$ cat src/include/pickup_feed_pkg.sv
// Package: constants and types for the paper pickup and feed control
package pickup_feed_pkg;
   // Paper size codes
   localparam logic [3:0] SIZE_UNKNOWN = 4'h0;
   localparam logic [3:0] SIZE_A4 = 4'h1;
   localparam logic [3:0] SIZE_LETTER = 4'h2;
   localparam logic [3:0] SIZE_B5 = 4'h3;
   localparam logic [3:0] SIZE_EXECUTIVE = 4'h4;
   localparam logic [3:0] SIZE_A5R = 4'h5;
   localparam logic [3:0] SIZE_B5R = 4'h6;
   localparam logic [3:0] SIZE_LETTER_R = 4'h7;
   localparam logic [3:0] SIZE_A4R = 4'h8;
   localparam logic [3:0] SIZE_A3 = 4'h9;
   localparam logic [3:0] SIZE_TABLOID = 4'ha;
   localparam logic [3:0] SIZE_B4 = 4'hb;
   localparam logic [3:0] SIZE_LEGAL = 4'hc;
   // Pickup source select
   localparam logic SRC_CASSETTE = 1'b0;
   localparam logic SRC_MANUAL = 1'b1;
   // Motor speed codes
   localparam logic [1:0] SPEED_OFF = 2'h0;
   localparam logic [1:0] SPEED_FEED = 2'h1;
   localparam logic [1:0] SPEED_ALIGN = 2'h2;
   // Timing in microseconds, clock at 250 MHz
   localparam int CLK_MHZ = 250;
   localparam int LIFT_TIMEOUT_US = 5000000;
   localparam int LIFT_TIMEOUT_CYC = LIFT_TIMEOUT_US * CLK_MHZ;
   localparam int SOL_DELAY_US = 10000;
   localparam int SOL_DELAY_CYC = SOL_DELAY_US * CLK_MHZ;
   localparam int SOL_ON_US = 20000;
   localparam int SOL_ON_CYC = SOL_ON_US * CLK_MHZ;
   localparam int ALIGN_US = 20000;
   localparam int ALIGN_CYC = ALIGN_US * CLK_MHZ;
   localparam int CNT_W = 32;
   typedef enum logic [4:0] {
      FEED_IDLE = 5'b00001,
      FEED_MOTOR = 5'b00010,
      FEED_SOL = 5'b00100,
      FEED_WAIT_TOP = 5'b01000,
      FEED_MEASURE = 5'b10000
   } feed_state_type;
   typedef enum logic [2:0] {
      LIFT_IDLE = 3'b001,
      LIFT_RUN = 3'b010,
      LIFT_FAIL = 3'b100
   } lift_state_type;
endpackage : pickup_feed_pkg

$ cat src/paper_pickup_feed_control.sv
// Engine-side pickup, lift-up, size decode and feed timing control
`timescale 1ns/10ps
module paper_pickup_feed_control #(
   parameter int LIFT_TIMEOUT = pickup_feed_pkg::LIFT_TIMEOUT_CYC,
   parameter int SOL_DELAY = pickup_feed_pkg::SOL_DELAY_CYC,
   parameter int SOL_ON = pickup_feed_pkg::SOL_ON_CYC,
   parameter int ALIGN_TIME = pickup_feed_pkg::ALIGN_CYC,
   parameter int LEN_TOL = 1000
) (
   input wire logic clk,
   input wire logic arst_n,
   input wire logic print_cmd,
   input wire logic print_src,
   input wire logic [pickup_feed_pkg::CNT_W-1:0] expected_len,
   input wire logic stack_sensor_pin,
   input wire logic [2:0] width_sw_pin,
   input wire logic [2:0] end_sw_pin,
   input wire logic media_out_pin,
   input wire logic last_sheet_pin,
   input wire logic page_top_pin,
   output logic lifter_motor,
   output logic lifter_fail,
   output logic pickup_motor_on,
   output logic [1:0] pickup_speed,
   output logic cassette_solenoid,
   output logic manual_solenoid,
   output logic cassette_absent,
   output logic [3:0] paper_size,
   output logic media_out,
   output logic manual_media_absent,
   output logic size_mismatch,
   output logic feed_busy
);
   // ----------------------------------------
   // Input synchronisers
   // ----------------------------------------
   logic [9:0] pins_sync;
   pin_sync #(.WIDTH(10)) u_sync (
      .clk(clk),
      .arst_n(arst_n),
      .pin({page_top_pin, last_sheet_pin, media_out_pin, end_sw_pin, width_sw_pin,
            stack_sensor_pin}),
      .level(pins_sync)
   );
   logic stack_hit;
   logic [2:0] width_sw;
   logic [2:0] end_sw;
   logic media_empty;
   logic last_sheet;
   logic page_top;
   assign stack_hit = pins_sync[0];
   assign width_sw = pins_sync[3:1];
   assign end_sw = pins_sync[6:4];
   assign media_empty = pins_sync[7];
   assign last_sheet = pins_sync[8];
   assign page_top = pins_sync[9];

   // ----------------------------------------
   // Size decode
   // ----------------------------------------
   // Switch order is {bottom, center, top}; unlisted codes read as unknown
   function automatic logic [3:0] decode_size(input logic [2:0] w, input logic [2:0] e);
      logic [3:0] s;
      s = pickup_feed_pkg::SIZE_UNKNOWN;
      if (e[2:1] == 2'b00) begin
         case (w)
            3'b111: s = pickup_feed_pkg::SIZE_A4;
            3'b011: s = pickup_feed_pkg::SIZE_LETTER;
            3'b001: s = pickup_feed_pkg::SIZE_B5;
            3'b000: s = pickup_feed_pkg::SIZE_EXECUTIVE;
            3'b110: s = pickup_feed_pkg::SIZE_A5R;
            3'b100: s = pickup_feed_pkg::SIZE_B5R;
            3'b101: s = pickup_feed_pkg::SIZE_LETTER_R;
            default: s = pickup_feed_pkg::SIZE_UNKNOWN;
         endcase
      end else if (e[2:1] == 2'b10) begin
         if (w == 3'b101) begin
            s = pickup_feed_pkg::SIZE_A4R;
         end
      end else if (e[2:1] == 2'b11) begin
         case (w)
            3'b111: s = pickup_feed_pkg::SIZE_A3;
            3'b011: s = pickup_feed_pkg::SIZE_TABLOID;
            3'b001: s = pickup_feed_pkg::SIZE_B4;
            3'b101: s = pickup_feed_pkg::SIZE_LEGAL;
            default: s = pickup_feed_pkg::SIZE_UNKNOWN;
         endcase
      end
      return s;
   endfunction : decode_size

   // ----------------------------------------
   // Lift-up and status
   // ----------------------------------------
   pickup_feed_pkg::lift_state_type lift_state;
   pickup_feed_pkg::lift_state_type next_lift_state;
   logic [pickup_feed_pkg::CNT_W-1:0] lift_cnt;
   logic [pickup_feed_pkg::CNT_W-1:0] next_lift_cnt;
   logic powered;
   logic absent_d;
   logic next_lifter_motor;
   logic next_lifter_fail;
   logic present;
   logic lift_start;
   assign present = !end_sw[0];
   // Power-up start on the first edge after reset, or absent-to-present insertion
   // Sync stages reset to present, so a missing cassette pulses the lifter for the sync latency
   assign lift_start = present && (!powered || absent_d);
   always_comb begin
      next_lift_state = lift_state;
      next_lift_cnt = lift_cnt;
      next_lifter_fail = lifter_fail;
      case (lift_state)
         pickup_feed_pkg::LIFT_IDLE: begin
            if (lift_start) begin
               next_lift_state = pickup_feed_pkg::LIFT_RUN;
               next_lift_cnt = '0;
               next_lifter_fail = 1'b0;
            end
         end
         pickup_feed_pkg::LIFT_RUN: begin
            next_lift_cnt = lift_cnt + 1'b1;
            if (!present) begin
               next_lift_state = pickup_feed_pkg::LIFT_IDLE;
            end else if (stack_hit) begin
               next_lift_state = pickup_feed_pkg::LIFT_IDLE;
            end else if (lift_cnt >= LIFT_TIMEOUT[pickup_feed_pkg::CNT_W-1:0] - 1'b1) begin
               next_lift_state = pickup_feed_pkg::LIFT_FAIL;
               next_lifter_fail = 1'b1;
            end
         end
         pickup_feed_pkg::LIFT_FAIL: begin
            // Failure holds until the cassette is pulled and reinserted
            if (!present) begin
               next_lift_state = pickup_feed_pkg::LIFT_IDLE;
            end
         end
         default: next_lift_state = pickup_feed_pkg::LIFT_IDLE;
      endcase
      next_lifter_motor = (next_lift_state == pickup_feed_pkg::LIFT_RUN);
   end
   always_ff @(posedge clk or negedge arst_n) begin
      if (!arst_n) begin
         lift_state <= pickup_feed_pkg::LIFT_IDLE;
         lift_cnt <= '0;
         powered <= 1'b0;
         absent_d <= 1'b0;
         lifter_motor <= 1'b0;
         lifter_fail <= 1'b0;
         cassette_absent <= 1'b0;
         paper_size <= pickup_feed_pkg::SIZE_UNKNOWN;
         media_out <= 1'b0;
      end else begin
         lift_state <= next_lift_state;
         lift_cnt <= next_lift_cnt;
         powered <= 1'b1;
         absent_d <= !present;
         lifter_motor <= next_lifter_motor;
         lifter_fail <= next_lifter_fail;
         cassette_absent <= !present;
         paper_size <= present ? decode_size(width_sw, end_sw) : pickup_feed_pkg::SIZE_UNKNOWN;
         media_out <= present && media_empty;
      end
   end

   // ----------------------------------------
   // Pickup and feed sequence
   // ----------------------------------------
   pickup_feed_pkg::feed_state_type feed_state;
   pickup_feed_pkg::feed_state_type next_feed_state;
   logic [pickup_feed_pkg::CNT_W-1:0] feed_cnt;
   logic [pickup_feed_pkg::CNT_W-1:0] next_feed_cnt;
   logic [pickup_feed_pkg::CNT_W-1:0] len_cnt;
   logic [pickup_feed_pkg::CNT_W-1:0] next_len_cnt;
   logic [pickup_feed_pkg::CNT_W-1:0] exp_len;
   logic [pickup_feed_pkg::CNT_W-1:0] next_exp_len;
   logic src;
   logic next_src;
   logic next_cas_sol;
   logic next_man_sol;
   logic [1:0] next_speed;
   logic next_mismatch;
   logic next_manual_absent;
   logic top_d;
   // Mismatch only when outside expected +/- tolerance
   function automatic logic out_of_window(input logic [pickup_feed_pkg::CNT_W-1:0] len,
                                          input logic [pickup_feed_pkg::CNT_W-1:0] ref_len);
      logic [pickup_feed_pkg::CNT_W:0] hi;
      logic [pickup_feed_pkg::CNT_W:0] lo;
      hi = {1'b0, ref_len} + {1'b0, LEN_TOL[pickup_feed_pkg::CNT_W-1:0]};
      lo = {1'b0, ref_len} - {1'b0, LEN_TOL[pickup_feed_pkg::CNT_W-1:0]};
      if (ref_len < LEN_TOL[pickup_feed_pkg::CNT_W-1:0]) begin
         lo = '0;
      end
      return ({1'b0, len} > hi) || ({1'b0, len} < lo);
   endfunction : out_of_window
   always_comb begin
      next_feed_state = feed_state;
      next_feed_cnt = feed_cnt + 1'b1;
      next_len_cnt = len_cnt;
      next_exp_len = exp_len;
      next_src = src;
      next_cas_sol = 1'b0;
      next_man_sol = 1'b0;
      next_speed = pickup_speed;
      next_mismatch = size_mismatch;
      next_manual_absent = manual_media_absent;
      case (feed_state)
         pickup_feed_pkg::FEED_IDLE: begin
            next_speed = pickup_feed_pkg::SPEED_OFF;
            next_feed_cnt = '0;
            if (print_cmd) begin
               next_src = print_src;
               next_exp_len = expected_len;
               next_mismatch = 1'b0;
               next_speed = pickup_feed_pkg::SPEED_FEED;
               if (print_src == pickup_feed_pkg::SRC_MANUAL) begin
                  next_feed_state = pickup_feed_pkg::FEED_SOL;
                  next_man_sol = 1'b1;
               end else begin
                  next_feed_state = pickup_feed_pkg::FEED_MOTOR;
               end
            end
         end
         pickup_feed_pkg::FEED_MOTOR: begin
            if (feed_cnt >= SOL_DELAY[pickup_feed_pkg::CNT_W-1:0] - 1'b1) begin
               next_feed_state = pickup_feed_pkg::FEED_SOL;
               next_feed_cnt = '0;
               next_cas_sol = 1'b1;
            end
         end
         pickup_feed_pkg::FEED_SOL: begin
            next_cas_sol = (src == pickup_feed_pkg::SRC_CASSETTE);
            next_man_sol = (src == pickup_feed_pkg::SRC_MANUAL);
            if (feed_cnt >= SOL_ON[pickup_feed_pkg::CNT_W-1:0] - 1'b1) begin
               next_feed_state = pickup_feed_pkg::FEED_WAIT_TOP;
               next_cas_sol = 1'b0;
               next_man_sol = 1'b0;
            end
         end
         pickup_feed_pkg::FEED_WAIT_TOP: begin
            if (page_top && !top_d) begin
               next_feed_state = pickup_feed_pkg::FEED_MEASURE;
               next_speed = pickup_feed_pkg::SPEED_ALIGN;
               next_len_cnt = '0;
               next_feed_cnt = '0;
            end
         end
         pickup_feed_pkg::FEED_MEASURE: begin
            next_len_cnt = len_cnt + 1'b1;
            if (feed_cnt >= ALIGN_TIME[pickup_feed_pkg::CNT_W-1:0] - 1'b1) begin
               next_speed = pickup_feed_pkg::SPEED_FEED;
            end
            if (!page_top) begin
               next_feed_state = pickup_feed_pkg::FEED_IDLE;
               next_speed = pickup_feed_pkg::SPEED_OFF;
               next_mismatch = out_of_window(len_cnt, exp_len);
            end
         end
         default: next_feed_state = pickup_feed_pkg::FEED_IDLE;
      endcase
      // Last-sheet trip sets the flag only during a manual feed; cleared by a new manual command
      if (src == pickup_feed_pkg::SRC_MANUAL && feed_state != pickup_feed_pkg::FEED_IDLE
          && last_sheet) begin
         next_manual_absent = 1'b1;
      end else if (feed_state == pickup_feed_pkg::FEED_IDLE && print_cmd
                   && print_src == pickup_feed_pkg::SRC_MANUAL) begin
         next_manual_absent = 1'b0;
      end
   end
   always_ff @(posedge clk or negedge arst_n) begin
      if (!arst_n) begin
         feed_state <= pickup_feed_pkg::FEED_IDLE;
         feed_cnt <= '0;
         len_cnt <= '0;
         exp_len <= '0;
         src <= pickup_feed_pkg::SRC_CASSETTE;
         top_d <= 1'b0;
         cassette_solenoid <= 1'b0;
         manual_solenoid <= 1'b0;
         pickup_speed <= pickup_feed_pkg::SPEED_OFF;
         pickup_motor_on <= 1'b0;
         size_mismatch <= 1'b0;
         manual_media_absent <= 1'b0;
         feed_busy <= 1'b0;
      end else begin
         feed_state <= next_feed_state;
         feed_cnt <= next_feed_cnt;
         len_cnt <= next_len_cnt;
         exp_len <= next_exp_len;
         src <= next_src;
         top_d <= page_top;
         cassette_solenoid <= next_cas_sol;
         manual_solenoid <= next_man_sol;
         pickup_speed <= next_speed;
         pickup_motor_on <= (next_speed != pickup_feed_pkg::SPEED_OFF);
         size_mismatch <= next_mismatch;
         manual_media_absent <= next_manual_absent;
         feed_busy <= (next_feed_state != pickup_feed_pkg::FEED_IDLE);
      end
   end
endmodule : paper_pickup_feed_control

$ cat src/pin_sync.sv
// Three-stage pin synchroniser with agreement filter
`timescale 1ns/10ps
module pin_sync #(
   parameter int WIDTH = 1
) (
   input wire logic clk,
   input wire logic arst_n,
   input wire logic [WIDTH-1:0] pin,
   output logic [WIDTH-1:0] level
);
   logic [WIDTH-1:0] stage1;
   logic [WIDTH-1:0] stage2;
   logic [WIDTH-1:0] stage3;
   logic [WIDTH-1:0] next_level;
   always_comb begin
      // Stage one feeds only stage two; a change counts once two and three agree
      next_level = level;
      for (int i = 0; i < WIDTH; i++) begin
         if (stage2[i] == stage3[i]) begin
            next_level[i] = stage3[i];
         end
      end
   end
   always_ff @(posedge clk or negedge arst_n) begin
      if (!arst_n) begin
         stage1 <= '0;
         stage2 <= '0;
         stage3 <= '0;
         level <= '0;
      end else begin
         stage1 <= pin;
         stage2 <= stage1;
         stage3 <= stage2;
         level <= next_level;
      end
   end
endmodule : pin_sync

$ cat config.mk
export PLATFORM = sky130hd
export DESIGN_NAME = paper_pickup_feed_control
export DESIGN_NICKNAME = d
export VERILOG_FILES = /design/src/include/pickup_feed_pkg.sv /design/src/paper_pickup_feed_control.sv /design/src/pin_sync.sv
export SDC_FILE = /design/constraint.sdc
export NUM_CORES = 1
export LEC_CHECK = 0
export BUFFER_PORTS_ARGS = -buffer_cell sky130_fd_sc_hd__buf_4
export CAP_MARGIN = 25
export CORE_ASPECT_RATIO = 0.6
export CORE_MARGIN = 1
export CORE_UTILIZATION = 50
export CTS_BUF_LIST = sky130_fd_sc_hd__clkbuf_16
export DETAILED_ROUTE_END_ITERATION = 6
export GPL_ROUTABILITY_DRIVEN = 0
export PLACE_DENSITY_LB_ADDON = 0.05
export SLEW_MARGIN = 5
export SYNTH_ARGS = -nofsm -noshare
export SYNTH_HDL_FRONTEND = slang
export SYNTH_SLANG_ARGS = --single-unit
$ cat constraint.sdc
create_clock -name clk -period 5.2 [get_ports clk]
set_input_delay 0.52 -clock clk [delete_from_list [all_inputs] [get_ports clk]]
set_output_delay 0.52 -clock clk [all_outputs]
set_load 0.01 [all_outputs]
==> results by group, run 1 <==
Place
  – I/O Buffers: 61
  – Dpl cells: 1,445
  – Final HPWL DP: 18,100 um

Floorplanning
  – I/O pins: 62
  – Chip Width: 194.1 um
  – Die Y: 117.3 um
  – Initial Util: 51.89%
  – Cell Rows: 41
  – Core Footprint: 21,340 um^2
  – DIE AREA: 22,770 um^2

Clock tree
  – Clk sinks: 195
  – Post-CTS setup buffers: 0
  – Clock Latency Late Sink: 0.44 ns
  – Cts hold-fix bufs: 0
  – CTS H-Tree Depth: 4
  – Root buf cell: clkbuf_16
  – CTS buffer count: 17
  – CTS tree: yes
  – Clock-pin slew on the worst setup and hold paths: 0.07 ns
  – Post-cts sizing count: 0
  – Clock Path Buffers: 2

Critical path
  – Worst-case reg-to-reg path depth: 13
  – Crit path capture type: flip-flop
  – R2R Path End: size_mismatch
  – Startpoint types: flip-flop
  – Arr. time, crit path: 4.56 ns
  – Worst-path fanout max: 25
  – Worst Setup Path Type: flip-flop to flip-flop
  – Reg2reg start: exp_len[3]
  – Req. time, crit path: 5.55 ns
  – Reg2reg setup slack: 1.0 ns

Timing
  – Tcrit/Tclk final: 80.85%
  – Setup violations, final: 0
  – Final hold vios: 0
  – Worst hold slack: 0.1274 ns
  – RSZ-0062 raised after global routing: no
  – Count of pins over their slew limit: 0
  – Layout Skew: 0.008947 ns
  – Tmin final: 4.204 ns
  – TNS Setup: 0 ns
  – Slew Limit Headroom: 38.69%
  – FMAX: 0.2379 GHz
  – Worst-margin pin slew: 0.9113 ns

Detailed routing
  – Antenna-violating nets left: 0
  – Vias per cell: 5.773
  – Total wire length: 24,630 um
  – Via count: 8,527
  – TritonRoute pass-1 iters: 5
  – WL/cell: 16.67 um
  – # DRC: 0
  – Starting DRT DRC Count: 678

Outcome
  – Status: complete, no violations

Hold path
  – Hold crit path type: primary input to async pin

Synth
  – Yosys reg bits: 195
  – Synth warn: 0
  – Unique cell type count in the Yosys netlist: 67
  – Post-synth EDFFs: 0
  – Post-synthesis cell count: 1,150
  – Most instantiated library cell after synthesis: dfrtp_1
  – Share of the synthesized area in the top cell type: 43.61%
  – Synthesized area: 11,070 um^2
  – Top post-synthesis cells by area: dfrtp_1 44%, ha_1 7.7%, nand2_1 4.5%, xnor2_1 3.4%, nor2_1 3.3%
  – Syn Nets: 1,264
  – Syn_area_per_cell: 9.630 um^2
  – Async SR Flop Fraction: 100.0%
  – Sequential-to-total area share from yosys stat: 44.09%
  – Cell taking the most area after synthesis: dfrtp_1
  – Commonest cells in the netlist: 193 x dfrtp_1, 132 x nand2_1, 97 x nor2_1
  – Ys flop type: dfrtp_1

Global routing
  – Vias in the first global route: 7,459
  – Initial antenna violation count: 0
  – Remaining global-route overflow: 0
  – Largest net degree at the start of global routing: 95
  – Overall Global Routing Usage: 22.85%
  – Global-route wire length before repair: 40,630 um

Finish
  – Share of cells above drive strength 1: 12.27%
  – Non-filler instance count after layout: 1,477
  – Layout Utilization: 57.85%
  – N_diodes: 0
  – Area Overhead vs Synth: 11.48%
  – Nets: 1,299

Pwr
  – Peak VDD IR: 0.0002504 V
  – Pleak: 5.582 nW
  – Power Dens Cells: 402.5 nW/um^2

Flow run
  – Max cap viols: 0
==> through the flow <==
| step | power (mW) | setup WS (ns) | instance area, um^2 |
|---|---|---|---|
| 6_report | 4.970 | 0.9960 | 12350 |
| 5_1_grt | 5.314 | 0.6582 | 12350 |
| 4_1_cts | 5.009 | 1.089 | 12350 |
| 3_5_place_dp | 3.671 | 1.108 | 11770 |
| 3_3_place_gp | 3.633 | 1.136 | 11740 |
| 2_1_floorplan | 3.213 | 1.472 | 11070 |
==> layout make-up <==
cell class	instances	area [um^2]
fill	1865	8995
multi-input combinational	882	5912
sequential	195	4882
timing repair buffer	70	551.8
clock buffer	17	425.4
tap	279	349.1
clock inverter	15	153.9
inverter	19	71.32
==> state kept, by name, indices dropped and copies added (netlist names), 2 cells and up <==
| signal | flops |
|---|---|
| exp_len | 32 |
| feed_cnt | 32 |
| feed_state | 5 |
| len_cnt | 32 |
| lift_cnt | 32 |
| lift_state | 3 |
| paper_size | 4 |
| pickup_speed | 2 |
| u_sync.level | 10 |
| u_sync.stage1 | 10 |
| u_sync.stage2 | 10 |
| u_sync.stage3 | 10 |
==> metal layers <==
metal | wire [um] | global-route usage, % | vias up | share of wire, %
li1 | - | - | 4247 | -
met2 | 8934 | 27.34 | 178 | 36
met5 | 0 | 0 | - | 0
met4 | 211 | 5.714 | 0 | 0.86
met3 | 1294 | 3.840 | 15 | 5.3
met1 | 14180 | 39.71 | 4087 | 58
==> worst max-delay path, cell delays in order, from the launching register on <==
cell and delay [ns]:
dfrtp_1 0.49, inv_1 0.10, ha_1 0.24, nand4b_1 0.25, o21bai_1 0.45, or3_1 0.76
nand2_1 0.13, ha_1 0.33, a21oi_1 0.14, nor2_1 0.06, a211oi_1 0.23, nor4_1 0.07
or4_1 0.61, o2111ai_1 0.24
==> how the worst max path moves through the flow <==
stage	slack (ns)	from	cells past startpoint	end
2_1_floorplan	1.47	exp_len[16]	14	size_mismatch
3_3_place_gp	1.14	exp_len[3]	13	size_mismatch
3_5_place_dp	1.11	exp_len[16]	13	size_mismatch
4_1_cts	1.09	exp_len[3]	13	size_mismatch
5_1_grt	0.66	exp_len[3]	13	size_mismatch
6_report	1.0	exp_len[3]	13	size_mismatch
==> kinds of logic (layout without fill, tap and decap cells) <==
family          Yosys count  after routing  synth area share [%]
mux                      63             63                 6.056
flops                   195            195                 44.09
xor+xnor                 82             82                 6.553
compound gates          178            178                 10.15
buf+inv                  73            121                 2.587
fa+ha+maj                78             78                 8.587
simple gates            480            480                 21.95
other cells               1              1               0.03386
==> power by group <==
group	switching, mW	internal, mW
Sequential	0.380	1.72
Combinational	0.823	0.726
Clock	0.606	0.711
Total	1.81	3.16
==> placed cells by master, fill, tap and decap left out, drive strengths merged, types with 8 or more instances in the layout <==
| master | netlist | layout |
|---|---|---|
| a211oi | 9 | 9 |
| a21oi | 37 | 37 |
| a31oi | 11 | 11 |
| and3 | 19 | 19 |
| and4 | 13 | 13 |
| buf | 7 | 69 |
| clkbuf | 47 | 18 |
| dfrtp | 193 | 193 |
| ha | 68 | 68 |
| inv | 19 | 23 |
| maj3 | 10 | 10 |
| mux2 | 32 | 32 |
| mux2i | 31 | 31 |
| nand2 | 132 | 132 |
| nand2b | 8 | 8 |
| nand3 | 62 | 62 |
| nand4 | 42 | 42 |
| nor2 | 97 | 97 |
| nor2b | 13 | 13 |
| nor3 | 27 | 27 |
| nor4 | 26 | 26 |
| o211ai | 12 | 12 |
| o21ai | 58 | 58 |
| o31ai | 13 | 13 |
| or3 | 12 | 12 |
| or4 | 10 | 10 |
| xnor2 | 44 | 44 |
| xor2 | 38 | 38 |
Power figures use the tool's default switching activity.
==> run 2, diff against run 1 <==
==> constraint.sdc (replaced) <==
create_clock -name clk -period 3.5 [get_ports clk]
set_input_delay 0.35 -clock clk [delete_from_list [all_inputs] [get_ports clk]]
set_output_delay 0.35 -clock clk [all_outputs]
set_load 0.01 [all_outputs]
==> results by group, run 2 (synthesized netlist as in run 1, its figures left out) <==
Timing
  – RSZ-0062 raised after global routing: yes
  – Setup WS post-layout: -0.06651 ns (-1.063 ns)
  – Tmin final: 3.567 ns (-0.6374 ns)
  – Worst-margin pin slew: 0.6352 ns (-0.2761 ns)
  – Count of pins over their slew limit: 0 (unchanged)
  – Slew Limit Headroom: 57.21% (+19 points)
  – Tcrit/Tclk final: 101.9% (+21 points)
  – Worst hold slack: 0.02262 ns (-0.1048 ns)
  – Final hold vios: 0 (unchanged)
  – Setup violations, final: 1 (+1)
  – FMAX: 0.2804 GHz (+18%)
  – Layout Skew: 0.01046 ns (+0.001513 ns)

Place
  – Post-Place Worst Slack: -0.1226 ns (-1.231 ns)
  – Final HPWL DP: 18,820 um (+4.0%)
  – Dpl cells: 1,505 (+4.2%)
  – I/O Buffers: 61 (unchanged)
  – Post-DP Area: 12,230 um^2 (+3.9%)

Critical path
  – Crit path top cell by count: or4_4
  – Crit path buffers/inverters: 0 (-1)
  – Req. time, crit path: 3.85 ns (-1.70 ns)
  – Startpoint types: flip-flop
  – Top delay family on crit path: simple AND/OR/NAND/NOR gates
  – Crit path capture type: flip-flop
  – CP max stage delay: 0.53 ns (-0.23 ns)
  – Crit-path cells: or4_4 > nand2b_4 > or3_4 > or4_4 > xnor2_2 > nand2_1 > ha_1 > a21oi_1 > nor2b_1 > o311a_1 > a2111oi_4 > nand3_1 > o2111ai_2
  – Arr. time, crit path: 3.92 ns (-0.64 ns)
  – CP max-delay cell: or4_4
  – Worst-path fanout max: 2 (-92%)
  – Worst Setup Path Type: flip-flop to flip-flop

Pwr
  – Pleak: 5.949 nW (+6.6%)
  – Net Sw Power: 2.753 mW (+52%)
  – Register share of total power: 36.2% (-6.1 points)
  – Combinational Power Share: 37.7% (+6.5 points)
  – Power Dens Cells: 602.2 nW/um^2 (+50%)
  – Int Pwr: 5.060 mW (+60%)
  – Switching share of power: 35.23% (-1.2 points)
  – Clock power share: 26.1% (-0.4 points)
  – Peak VDD IR: 0.0003747 V (+50%)

Detailed routing
  – WL/cell: 16.51 um (-0.98%)
  – # DRC: 0 (unchanged)
  – Starting DRT DRC Count: 554 (-18%)
  – Vias per cell: 5.663 (-1.9%)
  – TritonRoute pass-1 iters: 5 (unchanged)
  – Total wire length: 25,520 um (+3.7%)
  – Via count: 8,755 (+2.7%)
  – Antenna-violating nets left: 0 (unchanged)

Clock tree
  – Clock Latency Late Sink: 0.44 ns (about the same)
  – Root buf cell: clkbuf_16
  – Clock Path Buffers: 2 (unchanged)
  – CTS buffer count: 17 (unchanged)
  – Clock-pin slew on the worst setup and hold paths: 0.07 ns (about the same)
  – CTS tree: yes
  – CTS H-Tree Depth: 4 (unchanged)
  – Clk sinks: 195 (unchanged)

Global routing
  – Global-route wire length before repair: 42,370 um (+4.3%)
  – Top Usage Layer GRT: met1
  – Overall Global Routing Usage: 23.73% (+0.87 points)
  – Met2 usage: 30.91% (+3.6 points)
  – Met3 Usage GRT: 6.246% (+2.4 points)
  – Largest net degree at the start of global routing: 91 (-4.2%)
  – Met1 GRT Util: 38.33% (-1.4 points)
  – Initial antenna violation count: 0 (unchanged)
  – Remaining global-route overflow: 0 (unchanged)
  – Vias in the first global route: 8,091 (+8.5%)

Finish
  – Layout Utilization: 60.80% (+2.9 points)
  – Register area: 4882 um^2 (unchanged)
  – Share of cells above drive strength 1: 17.05% (+4.8 points)
  – Most common cell after layout, fill and taps aside: dfrtp_1
  – N_diodes: 0 (unchanged)
  – Post-route cell area: 12,970 um^2 (+5.1%)
  – Fillcell total: 1,795 (-3.8%)
  – Nets: 1,368 (+5.3%)
  – Most frequent cells in the layout: 193 x dfrtp_1, 132 x nand2_1, 127 x buf_4, 97 x nor2_1, 68 x ha_1
  – Footprint of the multi-input gates: 5971 um^2 (+0.99%)
  – Area Overhead vs Synth: 17.16%
  – Non-filler instance count after layout: 1,546 (+4.7%)

Flow run
  – Max cap viols: 0 (unchanged)

Floorplanning
  – Die Y: 117.3 um (unchanged)
  – Chip Width: 194.1 um (unchanged)
  – Initial Util: 51.89% (unchanged)
  – I/O pins: 62 (unchanged)
  – Cell Rows: 41 (unchanged)
  – Core Footprint: 21,340 um^2 (unchanged)
  – DIE AREA: 22,770 um^2 (unchanged)

Hold path
  – Hold crit path type: primary input to flip-flop

Outcome
  – Status: complete, but fails checks
  – Failing checks: negative setup slack
run 2: cell types whose count changed in the layout (fill, tap and decap cells not counted), sizes merged:
cell,delta
buf,+60
bufinv,+1
inv,+2
dlygate4sd3,+9
clkinvlp,-3
run 2: per-stage QoR:
stage / TNS (ns) / total power [mW]
after floorplan: -0.09637 / 4.776
after global placement: -0.01850 / 5.745
after detailed placement: -0.1226 / 5.786
after CTS: -0.07563 / 7.868
after global routing: -0.2213 / 8.348
final: -0.06651 / 7.813
run 2: area by class of cell:
cell class,count,area share (%)
multi-input cells,882,46.02
inverters,19,0.5497
well taps,279,2.690
clock buffers,17,3.279
flip-flops and latches,195,37.63
clock inverters,15,1.379
repair buffers,139,8.457
run 2: final timing paths:
check                                  from               end  slack [ns]  depth (start not counted)
max                             exp_len[16]     size_mismatch       -0.07                         13
min in group asynchronous            arst_n      lift_cnt[17]        0.46                          2
max reg2reg                     exp_len[16]     size_mismatch       -0.07                         13
min                           end_sw_pin[1]  u_sync.stage1[5]        0.02                          1
max in group asynchronous            arst_n        exp_len[7]        2.19                          3
min reg2reg                u_sync.stage1[0]  u_sync.stage2[0]        0.35                          0
run 2: power by group through the flow:
stage	Sequential, mW	Clock, mW	Combinational (mW)
after floorplan	2.81	0	1.97
after global placement	2.87	0	2.88
after detailed placement	2.87	0	2.91
after CTS	2.83	2.10	2.94
after global routing	2.88	2.19	3.28
final	2.83	2.04	2.95
run 2: metal layers:
| metal | part of all wire, % | up-vias |
|---|---|---|
| met1 | 56 | 4179 |
| met2 | 38 | 175 |
| met4 | 0.65 | 0 |
| met5 | 0 | - |
| met3 | 5.6 | 14 |
| li1 | - | 4387 |
run 2: timing repair:
action,4_1_cts,5_1_grt
gates resized for setup,2,9
hold buffers,9,0
endpoints found under the setup margin,1,1
endpoints found under the hold margin,67,0
pin swaps,0,1
buffers inserted,0,0
==> run 3, diff against run 2 <==
--- a/config.mk
+++ b/config.mk
@@ -13,7 +13,7 @@
 export CTS_BUF_LIST = sky130_fd_sc_hd__clkbuf_16
 export DETAILED_ROUTE_END_ITERATION = 6
 export GPL_ROUTABILITY_DRIVEN = 0
-export PLACE_DENSITY_LB_ADDON = 0.05
+export PLACE_DENSITY_LB_ADDON = 0.3
 export SLEW_MARGIN = 5
 export SYNTH_ARGS = -nofsm -noshare
 export SYNTH_HDL_FRONTEND = slang
==> results by group, run 3 (synthesized netlist as in run 1, its figures left out) <==
Floorplanning
  – I/O pins: 62 (unchanged)
  – Cell Rows: 41 (unchanged)
  – DIE AREA: 22,770 um^2 (unchanged)
  – Core Footprint: 21,340 um^2 (unchanged)
  – Die Y: 117.3 um (unchanged)
  – Chip Width: 194.1 um (unchanged)
  – Initial Util: 51.89% (unchanged)

Hold path
  – Hold Crit Endpoint: u_sync.stage1[7]
  – Hold crit path type: primary input to flip-flop
  – Hold_sp: media_out_pin
  – Hold path cells: 1 (unchanged)

Finish
  – Nets: 1,362 (-0.44%)
  – Most frequent cells in the layout: 193 x dfrtp_1, 132 x nand2_1, 120 x buf_4, 96 x nor2_1, 64 x ha_1
  – Area Overhead vs Synth: 17.37%
  – Post-route cell area: 13,000 um^2 (+0.17%)
  – Share of cells above drive strength 1: 17.76% (+0.72 points)
  – N_diodes: 0 (unchanged)
  – Most common cell after layout, fill and taps aside: dfrtp_1

Detailed routing
  – WL/cell: 17.09 um (+3.5%)
  – Vias per cell: 5.790 (+2.2%)
  – Antenna-violating nets left: 0 (unchanged)
  – Via count: 8,917 (+1.9%)
  – TritonRoute pass-1 iters: 5 (unchanged)
  – Total wire length: 26,320 um (+3.1%)
  – # DRC: 0 (unchanged)
  – Starting DRT DRC Count: 796 (+44%)

Timing
  – Layout Skew: 0.02031 ns (+0.009847 ns)
  – Final hold vios: 0 (unchanged)
  – Setup WS post-layout: -0.02043 ns (+0.04608 ns)
  – Slew Limit Headroom: 52.61% (-4.6 points)
  – RSZ-0062 raised after global routing: yes
  – Setup violations, final: 1 (unchanged)
  – FMAX: 0.2841 GHz (+1.3%)
  – Worst-margin pin slew: 0.7076 ns (+0.07236 ns)
  – Tcrit/Tclk final: 100.6% (-1.3 points)
  – Count of pins over their slew limit: 0 (unchanged)
  – Tmin final: 3.520 ns (-0.04608 ns)

Critical path
  – Arr. time, crit path: 3.89 ns (-0.03 ns)
  – Startpoint types: flip-flop
  – Req. time, crit path: 3.87 ns (+0.02 ns)
  – Worst Setup Path Type: flip-flop to flip-flop
  – Reg2reg setup slack: -0.02 ns (+0.05 ns)
  – CP max stage delay: 0.53 ns (about the same)
  – Crit-path cells: or4_4 > nand2b_4 > or3_4 > or4_4 > xnor2_2 > nand2_1 > ha_4 > a21oi_1 > nor2b_1 > o311a_1 > a2111oi_4 > nand3_1 > o2111ai_1
  – Crit path top cell by count: or4_4
  – R2R Path End: size_mismatch
  – Reg2reg start: exp_len[16]
  – CP max-delay cell: or4_4
  – Crit path buffers/inverters: 0 (unchanged)
  – Crit path capture type: flip-flop
  – Worst path depth: 13 (unchanged)
  – Worst-path fanout max: 2 (unchanged)
  – Worst-case reg-to-reg path depth: 13 (unchanged)
  – Top delay family on crit path: simple AND/OR/NAND/NOR gates

Pwr
  – Power Dens Cells: 608.1 nW/um^2 (+0.98%)
  – Register share of total power: 35.8% (-0.4 points)
  – Combinational Power Share: 39.9% (+2.2 points)
  – Pleak: 5.903 nW (-0.77%)
  – Switching share of power: 38.24% (+3.0 points)
  – Net Sw Power: 3.022 mW (+9.8%)
  – Total power: 7.903 mW (+1.2%)
  – Peak VDD IR: 0.0005120 V (+37%)
  – Clock power share: 24.3% (-1.8 points)
  – Int Pwr: 4.881 mW (-3.5%)

Clock tree
  – Clk sinks: 195 (unchanged)
  – Clock-pin slew on the worst setup and hold paths: 0.08 ns (about the same)
  – CTS tree: yes
  – Root buf cell: clkbuf_16
  – Post-CTS setup buffers: 0 (unchanged)
  – Clock Latency Late Sink: 0.45 ns (about the same)
  – Clock Path Buffers: 2 (unchanged)
  – CTS buffer count: 17 (unchanged)
  – CTS H-Tree Depth: 4 (unchanged)

Place
  – I/O Buffers: 61 (unchanged)
  – Post-Place Worst Slack: -0.09873 ns (+0.02385 ns)
  – Final HPWL DP: 18,930 um (+0.60%)
  – Post-DP Area: 12,180 um^2 (-0.37%)

Outcome
  – Status: complete, but fails checks
  – Failing checks: negative setup slack

Global routing
  – Global-route wire length before repair: 42,750 um (+0.88%)
  – Largest net degree at the start of global routing: 77 (-15%)
  – Vias in the first global route: 8,064 (-0.33%)
  – Overall Global Routing Usage: 23.99% (+0.26 points)
  – Initial antenna violation count: 0 (unchanged)
  – Remaining global-route overflow: 0 (unchanged)

Flow run
  – Max cap viols: 0 (unchanged)
-- run 3: layer usage --
metal	global-route usage, %	up-vias	routed length [um]
li1	-	4371	-
met1	38.80	4287	14310
met2	31.10	236	10110
met3	5.616	23	1634
met4	5.979	0	262
met5	0	-	0
-- run 3: through the flow --
| step | hold slack (ns) | setup TNS, ns | util, % | instances |
|---|---|---|---|---|
| after floorplan | 0.05441 | -0.09637 | - | 1150 |
| after global placement | 0.3317 | 0 | 57.09 | 1499 |
| after detailed placement | 0.3347 | -0.09873 | 57.09 | 1499 |
| after CTS | 0.001034 | -0.01235 | 60.35 | 1540 |
| after global routing | 0.0008362 | -0.09752 | 60.91 | 1540 |
| final | 0.01237 | -0.02043 | 60.91 | 1540 |
-- run 3: what timing repair did --
action                                  CTS  global route
pin swaps                                 0             2
hold endpoints to repair                 81             0
endpoints found under the setup margin    1             1
gates resized for setup                   6            20
hold buffers                              9             0
-- run 3: final cells by class --
type / count / area [um^2]
clock buffers: 17 / 425.4
clock inverters: 15 / 148.9
fillers: 1745 / 8343
inverters: 19 / 71.32
multi-input cells: 882 / 6065
flip-flops and latches: 195 / 4882
well taps: 279 / 349.1
repair buffers: 133 / 1056
-- run 3: power groups by stage --
stage	Clock [mW]	Combinational, mW	Sequential (mW)
global route	2.04	3.45	2.87
floorplan	0	1.97	2.81
detailed placement	0	2.99	2.86
finish	1.92	3.15	2.83
global placement	0	2.91	2.85
CTS	1.96	3.03	2.82
-- run 3: how the worst max path moves through the flow --
stage                 from            end  slack (ns)
2_1_floorplan  exp_len[16]  size_mismatch        -0.1
3_3_place_gp   exp_len[16]  size_mismatch        0.01
3_5_place_dp   exp_len[16]  size_mismatch        -0.1
4_1_cts        exp_len[16]  size_mismatch       -0.01
5_1_grt        exp_len[16]  size_mismatch        -0.1
6_report       exp_len[16]  size_mismatch       -0.02
